===== src/core/pdx_pkg.sv =====
// Purpose : shared constants and types of the power-down entry and exit controller
// Assumes : 100 MHz pclk, registers reached over APB with 32-bit data
// Notes   : register offset is an index; the byte address is four times the index
package pdx_pkg;

    // clock rate and the times that become cycle counts
    localparam int CLK_PERIOD_NS = 10;
    localparam int OSC_STABLE_NS = 2000;   // least time, rounds up
    localparam int RST_WINDOW_NS = 40;     // longest time, rounds down
    localparam int RST_SEQ_NS    = 240;    // least time, rounds up
    localparam logic [7:0] OSC_STABLE_CYC =
        8'((OSC_STABLE_NS + CLK_PERIOD_NS - 1) / CLK_PERIOD_NS);
    localparam logic [7:0] RST_WINDOW_CYC =
        8'((RST_WINDOW_NS / CLK_PERIOD_NS) < 1 ? 1 : (RST_WINDOW_NS / CLK_PERIOD_NS));
    localparam logic [7:0] RST_SEQ_CYC =
        8'((RST_SEQ_NS + CLK_PERIOD_NS - 1) / CLK_PERIOD_NS);

    // register map
    localparam logic [7:0]  PWR_CTRL_IDX  = 8'h87;
    localparam logic [11:0] PWR_CTRL_ADDR = {2'h0, PWR_CTRL_IDX, 2'h0};

    // power control field positions
    localparam int IDLE_POS      = 0;
    localparam int PWR_DOWN_POS  = 1;
    localparam int GEN_FLAG0_POS = 2;
    localparam int GEN_FLAG1_POS = 3;
    localparam int PWR_OFF_POS   = 4;
    localparam int RSVD_POS      = 5;
    localparam int FRAME_SEL_POS = 6;
    localparam int BAUD_DBL_POS  = 7;
    localparam logic [7:0] PWR_CTRL_WMASK = 8'hCF;  // bits 5 and 4 not written as data
    localparam logic [7:0] PWR_CTRL_RESET = 8'h00;  // value of every field but power-off after any reset sequence
    localparam logic       PWR_OFF_RESET  = 1'b1;   // set only by power-on reset

    // restart vector after a reset wake
    localparam logic [15:0] RESET_VECTOR = 16'h0000;

    // controller states, one-hot
    typedef enum logic [6:0] {
        ST_RUN     = 7'b000_0001,
        ST_PDOWN   = 7'b000_0010,
        ST_OSCWAIT = 7'b000_0100,
        ST_HOLD    = 7'b000_1000,
        ST_ISR     = 7'b001_0000,
        ST_RSTRUN  = 7'b010_0000,
        ST_RSTSEQ  = 7'b100_0000
    } pdx_state_e;

    // level controls toward the core and clock tree
    typedef struct packed {
        logic osc_en;
        logic core_clk_en;
        logic periph_clk_en;
        logic exec_hold;
        logic ram_block;
    } pdx_core_s;

endpackage


===== src/core/pdx_delay.sv =====
// Purpose : down counter that times oscillator settling and reset phases
// Assumes : start is a one-cycle request taken while ce is high
// Notes   : done pulses for one enabled cycle when the count runs out
`timescale 1ns/1ps
module pdx_delay
    import pdx_pkg::*;
(
    // clock and reset
    input  wire logic       pclk,
    input  wire logic       presetn,
    input  wire logic       ce,
    // control
    input  wire logic       start,
    input  wire logic [7:0] load,
    // status
    output logic            done
);

    logic [7:0] cnt;
    logic [7:0] next_cnt;
    logic       next_done;

    // load on start, otherwise count down to zero
    always_comb begin
        next_cnt  = cnt;
        next_done = 1'b0;
        if (start) begin
            next_cnt = load;
        end else if (cnt != 8'h00) begin
            next_cnt  = cnt - 8'h01;
            next_done = (cnt == 8'h01);
        end
    end

    // register the count, frozen while ce is low
    always_ff @(posedge pclk or negedge presetn) begin
        if (!presetn) begin
            cnt  <= 8'h00;
            done <= 1'b0;
        end else if (ce) begin
            cnt  <= next_cnt;
            done <= next_done;
        end
    end

endmodule


===== src/core/pdx_ctrl.sv =====
// Purpose : power-down entry and exit controller with its power control register
// Assumes : pins synchronous to pclk; core reports the end of the wake service routine
// Notes   : the reset pin clears the power-down bit without any clock edge
//
// Added by the designer: register access over APB.
`timescale 1ns/1ps
// Overview of operation
// (RL1) setting the power-down bit halts the core after the writing instruction
// (RL2) of the interrupts, only wake interrupts 0 and 1 may wake the part from power-down
// (RL3) interrupt wake clears the power-down bit and restarts oscillator and clocks
// (RL4) execution stays held until the waking interrupt input is released
// (RL5) after interrupt wake run the service routine, then resume the next instruction
// (RL6) the waking interrupt is level sensitive and of highest priority
// (RL7) the source holds the interrupt until the oscillator has settled
// (RL8) interrupt wake leaves all registers and internal RAM unchanged
// (RL9) reset pin high clears the power-down bit at once, with no clock
// (RL10) after reset wake the core may run briefly before the reset sequence
// (RL11) at the end of the reset sequence fetching restarts at address zero
// (RL12) during that brief window internal RAM is blocked, port pins are not
// (RL13) software avoids port or external RAM writes right after power-down entry
// (RL14) reset wake restores register reset values but keeps internal RAM
// (RL15) while power-down is set oscillator and all clocks stay stopped
module pdx_ctrl
    import pdx_pkg::*;
(
    // clock, reset and enable
    input  wire logic        pclk,
    input  wire logic        presetn,
    input  wire logic        clk_en,
    // apb slave
    input  wire logic        psel,
    input  wire logic        penable,
    input  wire logic        pwrite,
    input  wire logic [11:0] paddr,
    input  wire logic [31:0] pwdata,
    output logic             pready,
    output logic [31:0]      prdata,
    output logic             pslverr,
    // wake sources
    input  wire logic        reset_pin,
    input  wire logic        wake_interrupt_0_n,
    input  wire logic        wake_interrupt_1_n,
    // core side
    input  wire logic        isr_return,
    output pdx_core_s        core_ctl,
    output logic             isr_request,
    output logic [1:0]       isr_source,
    output logic             resume_next,
    output logic             sfr_init,
    output logic             vector_load,
    output logic [15:0]      fetch_addr,
    output logic             power_down_bit
);

    pdx_state_e state;
    pdx_state_e next_state;
    logic [7:0] ctrl_rest;          // all fields except the power-down bit
    logic [7:0] next_ctrl_rest;
    logic       next_pwr_down;
    logic [1:0] wake_src;
    logic [1:0] next_wake_src;
    logic       next_isr_request;
    logic       next_resume_next;
    logic       next_sfr_init;
    logic       next_vector_load;
    logic [31:0] next_prdata;
    logic       next_pslverr;
    logic       tmr_start;
    logic [7:0] tmr_load;
    logic       tmr_done;
    logic       pwr_down_clr_n;
    logic       wake_any;
    logic       wr_ctrl;
    logic       hit;

    // true when an access addresses the power control register
    function automatic logic is_pwr_ctrl(input logic [11:0] addr);
        return addr == PWR_CTRL_ADDR;
    endfunction

    // (RL2) wake sources
    assign wake_any = !wake_interrupt_0_n || !wake_interrupt_1_n;
    assign hit      = is_pwr_ctrl(paddr);
    assign wr_ctrl  = psel && penable && pwrite && hit && clk_en;
    // (RL9) async clear path
    assign pwr_down_clr_n = presetn && !reset_pin;
    assign pready   = clk_en;

    // shared timer for oscillator settling and reset phases
    pdx_delay u_delay (
        .pclk    (pclk),
        .presetn (presetn),
        .ce      (clk_en),
        .start   (tmr_start),
        .load    (tmr_load),
        .done    (tmr_done)
    );

    // controller next state and core strobes
    always_comb begin
        next_state       = state;
        next_wake_src    = wake_src;
        next_isr_request = 1'b0;
        next_resume_next = 1'b0;
        next_sfr_init    = 1'b0;
        next_vector_load = 1'b0;
        tmr_start        = 1'b0;
        tmr_load         = OSC_STABLE_CYC;
        case (state)
            ST_RUN: begin
                if (reset_pin) begin
                    next_state = ST_RSTSEQ;
                    tmr_start  = 1'b1;
                    tmr_load   = RST_SEQ_CYC;
                // (RL1) enter power-down
                end else if (power_down_bit) begin
                    next_state = ST_PDOWN;
                end
            end
            ST_PDOWN: begin
                // (RL10) reset wake window
                if (reset_pin) begin
                    next_state = ST_RSTRUN;
                    tmr_start  = 1'b1;
                    // state leaves one cycle after done, so load one less
                    tmr_load   = RST_WINDOW_CYC - 8'h01;
                // (RL3) interrupt wake restart
                end else if (wake_any) begin
                    next_state    = ST_OSCWAIT;
                    next_wake_src = {!wake_interrupt_1_n, !wake_interrupt_0_n};
                    tmr_start     = 1'b1;
                end
            end
            ST_OSCWAIT: begin
                if (reset_pin) begin
                    next_state = ST_RSTSEQ;
                    tmr_start  = 1'b1;
                    tmr_load   = RST_SEQ_CYC;
                end else if (tmr_done) begin
                    next_state = ST_HOLD;
                end
            end
            ST_HOLD: begin
                if (reset_pin) begin
                    next_state = ST_RSTSEQ;
                    tmr_start  = 1'b1;
                    tmr_load   = RST_SEQ_CYC;
                // (RL4) resume on release
                end else if (!wake_any) begin
                    next_state       = ST_ISR;
                    next_isr_request = 1'b1;
                end
            end
            ST_ISR: begin
                if (reset_pin) begin
                    next_state = ST_RSTSEQ;
                    tmr_start  = 1'b1;
                    tmr_load   = RST_SEQ_CYC;
                // (RL5) back to next instruction
                end else if (isr_return) begin
                    next_state       = ST_RUN;
                    next_resume_next = 1'b1;
                end
            end
            ST_RSTRUN: begin
                if (tmr_done) begin
                    next_state = ST_RSTSEQ;
                    tmr_start  = 1'b1;
                    tmr_load   = RST_SEQ_CYC;
                end
            end
            ST_RSTSEQ: begin
                // the sequence restarts while the pin stays high
                if (reset_pin) begin
                    tmr_start = 1'b1;
                    tmr_load  = RST_SEQ_CYC;
                // (RL11) restart at the vector
                end else if (tmr_done) begin
                    next_state       = ST_RUN;
                    next_sfr_init    = 1'b1;
                    next_vector_load = 1'b1;
                    next_wake_src    = 2'h0;
                end
            end
            default: begin
                next_state = ST_RUN;
            end
        endcase
    end

    // controller registers
    always_ff @(posedge pclk or negedge presetn) begin
        if (!presetn) begin
            state       <= ST_RUN;
            wake_src    <= 2'h0;
            isr_request <= 1'b0;
            resume_next <= 1'b0;
            sfr_init    <= 1'b0;
            vector_load <= 1'b0;
        end else if (clk_en) begin
            state       <= next_state;
            wake_src    <= next_wake_src;
            isr_request <= next_isr_request;
            resume_next <= next_resume_next;
            sfr_init    <= next_sfr_init;
            vector_load <= next_vector_load;
        end
    end

    // (RL15) clocks stopped while down
    // (RL12) ram blocked in the reset window
    always_comb begin
        core_ctl.osc_en        = (state != ST_PDOWN);
        core_ctl.core_clk_en   = !(state inside {ST_PDOWN, ST_OSCWAIT});
        core_ctl.periph_clk_en = !(state inside {ST_PDOWN, ST_OSCWAIT});
        core_ctl.exec_hold     = state inside {ST_PDOWN, ST_OSCWAIT, ST_HOLD, ST_RSTSEQ};
        core_ctl.ram_block     = (state == ST_RSTRUN);
    end
    assign isr_source = wake_src;
    assign fetch_addr = RESET_VECTOR;

    // power-down bit next value
    always_comb begin
        next_pwr_down = power_down_bit;
        if (wr_ctrl) begin
            next_pwr_down = pwdata[PWR_DOWN_POS];
        end
        // (RL3) hardware clear on wake
        if (state == ST_PDOWN && wake_any) begin
            next_pwr_down = 1'b0;
        end
        if (sfr_init) begin
            next_pwr_down = 1'b0;
        end
    end

    // (RL9) power-down bit, cleared by the reset pin without a clock
    always_ff @(posedge pclk or negedge pwr_down_clr_n) begin
        if (!pwr_down_clr_n) begin
            power_down_bit <= 1'b0;
        end else if (clk_en) begin
            power_down_bit <= next_pwr_down;
        end
    end

    // other power control fields, changed only by software or a reset sequence
    // (RL8) kept across wake
    always_comb begin
        next_ctrl_rest = ctrl_rest;
        if (wr_ctrl) begin
            next_ctrl_rest = (pwdata[7:0] & PWR_CTRL_WMASK) | (ctrl_rest & ~PWR_CTRL_WMASK);
            // power-off flag is cleared by writing zero, never set by software
            next_ctrl_rest[PWR_OFF_POS] = ctrl_rest[PWR_OFF_POS] & pwdata[PWR_OFF_POS];
        end
        // (RL14) register defaults restored
        if (sfr_init) begin
            next_ctrl_rest              = PWR_CTRL_RESET;
            next_ctrl_rest[PWR_OFF_POS] = ctrl_rest[PWR_OFF_POS];
        end
        next_ctrl_rest[PWR_DOWN_POS] = 1'b0;
        next_ctrl_rest[RSVD_POS]     = 1'b0;
    end

    always_ff @(posedge pclk or negedge presetn) begin
        if (!presetn) begin
            ctrl_rest              <= PWR_CTRL_RESET;
            ctrl_rest[PWR_OFF_POS] <= PWR_OFF_RESET;
        end else if (clk_en) begin
            ctrl_rest <= next_ctrl_rest;
        end
    end

    // apb read data and error, captured in the setup cycle
    always_comb begin
        next_prdata  = prdata;
        next_pslverr = pslverr;
        if (psel && !penable) begin
            next_prdata  = 32'h0000_0000;
            next_pslverr = !hit;
            if (hit && !pwrite) begin
                next_prdata[7:0] = ctrl_rest | ({7'h00, power_down_bit} << PWR_DOWN_POS);
            end
        end
    end

    always_ff @(posedge pclk or negedge presetn) begin
        if (!presetn) begin
            prdata  <= 32'h0000_0000;
            pslverr <= 1'b0;
        end else if (clk_en) begin
            prdata  <= next_prdata;
            pslverr <= next_pslverr;
        end
    end
endmodule


===== config.mk =====
export PLATFORM = sky130hd
export DESIGN_NAME = pdx_ctrl
export DESIGN_NICKNAME = d
export VERILOG_FILES = /design/src/core/pdx_pkg.sv /design/src/core/pdx_delay.sv /design/src/core/pdx_ctrl.sv
export SDC_FILE = /design/constraint.sdc
export NUM_CORES = 1
export LEC_CHECK = 0
export ABC_CLOCK_PERIOD_IN_PS = 5300
export BUFFER_PORTS_ARGS = -buffer_cell sky130_fd_sc_hd__clkbuf_2
export CAP_MARGIN = 20
export CORE_MARGIN = 4
export CORE_UTILIZATION = 52
export CTS_BUF_LIST = sky130_fd_sc_hd__clkbuf_4 sky130_fd_sc_hd__clkbuf_8
export DETAILED_ROUTE_END_ITERATION = 12
export PLACE_DENSITY = 0.94
export SYNTH_ARGS = -nofsm -noshare
export SYNTH_HDL_FRONTEND = slang
export SYNTH_SLANG_ARGS = --single-unit

===== constraint.sdc =====
create_clock -name pclk -period 5.3 [get_ports pclk]
set_input_delay 0.265 -clock pclk [delete_from_list [all_inputs] [get_ports pclk]]
set_output_delay 0.265 -clock pclk [all_outputs]
set_load 0.05 [all_outputs]

==> out/metrics.yaml <==
final_cell_mix: "clkbuf_2 (49), conb_1 (41), dfrtp_1 (34)"
die_h_um: 76.4
numCtsBuffers: 5
synthFlopType: "dfrtp_1"
final_hold_viol_count: 0
totalWireLength_mm: 5.27
rr_worst_depth: 6
slew_violations: 0
tritoncts: "built"
status: "completed"
drc_errors: 0
fillers: 391
drtPass1Iterations: 4
final_cells: 356
hp-class: "input pin to async pin"
max_freq_mhz: 444
synth_top_area_frac: 0.350
fin_skew_ns: 0.0113
worstReg2RegStart: "state[4]"
clockRootBuffer: "clkbuf_8"
avgSynthCellArea_um2: 9.28
required_ns: 5.47
vias: 2005
grt_pass1_vias: 1877
synth-seq-area-share: 0.371
syn-cell-area_um2: 2430
n_antenna_cell: 0
critical_path.cell_chain: "nor3_4 -> nand3_1 -> a21oi_1 -> nor4_2 -> o21ai_4 -> mux2_4"
yosys_warnings: 0
async_reset_ff_frac: 1.00
cts_sinks: 36
die-area_um2: 5840
slowest_delay_ns: 0.54
synth_cells: 262
place_inst: 348
grt_use_total: 0.183
tightest_slew_ns: 0.865
yosys.area.top_type: "dfrtp_1"
ys_ff_latch: 36
synth_edf_count: 0
wl_per_cell_um: 14.8
grt_overflow_total: 0
finalCriticalPeriod_ns: 2.25
dpl.hpwl_mm: 3.92
drive_gt1_frac: 0.250
hold_slack_ns: 0.0790
drt-vias-per-instance: 5.63
row_count: 24
cpMaxStageDelayCell: "dfrtp_1"
setup_violations: 0
grt_max_degree: 37
critPathKind: "flop to flop"
ant_nets: 0
core_area_um2: 4440
power.density_nw_per_um2: 422
rsz0062_at_grt: "false"
clkTransAtPathRegs_ns: 0.07
final_nets: 359
p_leak_nw: 1.33
r2r_setup_slack_ns: 3.05
fin_setup_tns_ns: 0
final_common_cell: "clkbuf_2"
cp_data_arrival_time_ns: 2.42
grt_antenna_before_repair: 0
start_kind: "flop"
r2r-end: "state[4]"
ir_drop_v: 0.000189
critPathCaptureType: "flop"
clock_path_buffers: 2
cts_resized: 0
ctsHoldBuffers: 0
drtIter0Drc: 156
io_pins: 116
max_slew_margin: 0.423
post_cts_buffers: 0
gp_congestion: 0.922
h-tree-depth: 2
cap_violations: 0
start_util: 0.547
insertion_delay_ns: 0.29
synth.distinct_cells: 49
portBuffers: 49
cp_max_fo: 10
synth_area_leaders: "dfrtp_1 (35%), buf_4 (14%), mux2i_1 (3.3%), a22o_1 (3.2%), nand2_1 (3.1%)"
grt_pass1_wl_mm: 8.80
dieWidth_um: 76.4
syn2layout_area_growth_pct: 7.77
period_share: 0.425
-- logic make-up after synthesis --
family / share of synthesized area
buffers and inverters: 0.173
other: 0.00154
multiplexers: 0.0576
adder cells (fa/ha/maj): 0.0103
XOR/XNOR: 0.0144
flip-flops: 0.371
AO/OA/AOI/OAI: 0.161
AND/OR/NAND/NOR: 0.211
-- where the power goes --
| group | internal [mW] | total, mW | switching (mW) |
|---|---|---|---|
| Combinational | 0.148 | 0.471 | 0.323 |
| Clock | 0.145 | 0.246 | 0.101 |
| Sequential | 0.323 | 0.389 | 0.0664 |
| Total | 0.616 | 1.11 | 0.490 |
-- flip-flops by register name, indices dropped and copies added, names as in the netlist --
signal          cells
resume_next         1
power_down_bit      1
u_delay.done        1
isr_request         1
pslverr             1
ctrl_rest           6
prdata              7
state               7
isr_source          2
vector_load         1
u_delay.cnt         8
-- final cells by class --
class	count	area, um^2	area share
clock buffers	6	76.3	0.0291
clock inverters	2	35.0	0.0134
inverters	10	37.5	0.0143
multi-input cells	201	1260	0.480
flip-flops and latches	36	903	0.345
well taps	52	65.1	0.0248
repair buffers	49	245	0.0936
-- per-stage QoR --
stage / area [um^2] / utilization / total power, mW / setup WS (ns)
final: 2620 / 0.590 / 1.11 / 3.05
after global placement: 2510 / 0.565 / 0.836 / 3.15
after CTS: 2620 / 0.590 / 1.10 / 3.05
after floorplan: 2580 / - / 0.790 / 3.10
after global routing: 2620 / 0.590 / 1.17 / 2.88
after detailed placement: 2510 / 0.565 / 0.856 / 3.06
-- per-layer routing --
| metal | part of all wire | vias up | track usage |
|---|---|---|---|
| met3 | 0.092 | 10 | 0.0567 |
| met5 | 0 | - | 0 |
| li1 | - | 937 | - |
| met4 | 0.015 | 0 | 0.0543 |
| met2 | 0.48 | 120 | 0.311 |
| met1 | 0.41 | 938 | 0.221 |
-- how the worst max path moves through the flow --
stage,from,to,depth (start not counted)
3_5_place_dp,state[4],state[1],6
3_3_place_gp,state[4],state[4],6
2_1_floorplan,state[4],state[1],6
5_1_grt,state[4],state[3],6
4_1_cts,state[4],state[4],6
6_report,state[4],state[4],6
-- Yosys cell counts, types with 2 or more instances --
cell type	count
a21oi_1	9
a22o_1	9
and3_1	4
buf_2	3
buf_4	46
clkbuf_1	6
dfrtp_1	34
dfstp_2	2
ha_1	2
inv_1	10
mux2_4	4
mux2i_1	8
nand2_1	20
nand2b_1	4
nand3_1	5
nand4_1	8
nand4b_1	3
nor2_1	17
nor2_2	2
nor2b_1	4
nor3_1	7
nor4_2	2
nor4b_1	3
o211ai_1	2
o21ai_0	12
o22ai_1	2
o2bb2ai_1	8
o31ai_1	3
xor2_1	3
-- critical path, delay by kind of cell (launching register included) --
family / cells / cell delay [ns]
flip-flops: 1 / 0.54
multiplexers: 1 / 0.33
AO/OA/AOI/OAI: 2 / 0.57
AND/OR/NAND/NOR: 3 / 0.70
(Power assumes the default switching activity.)
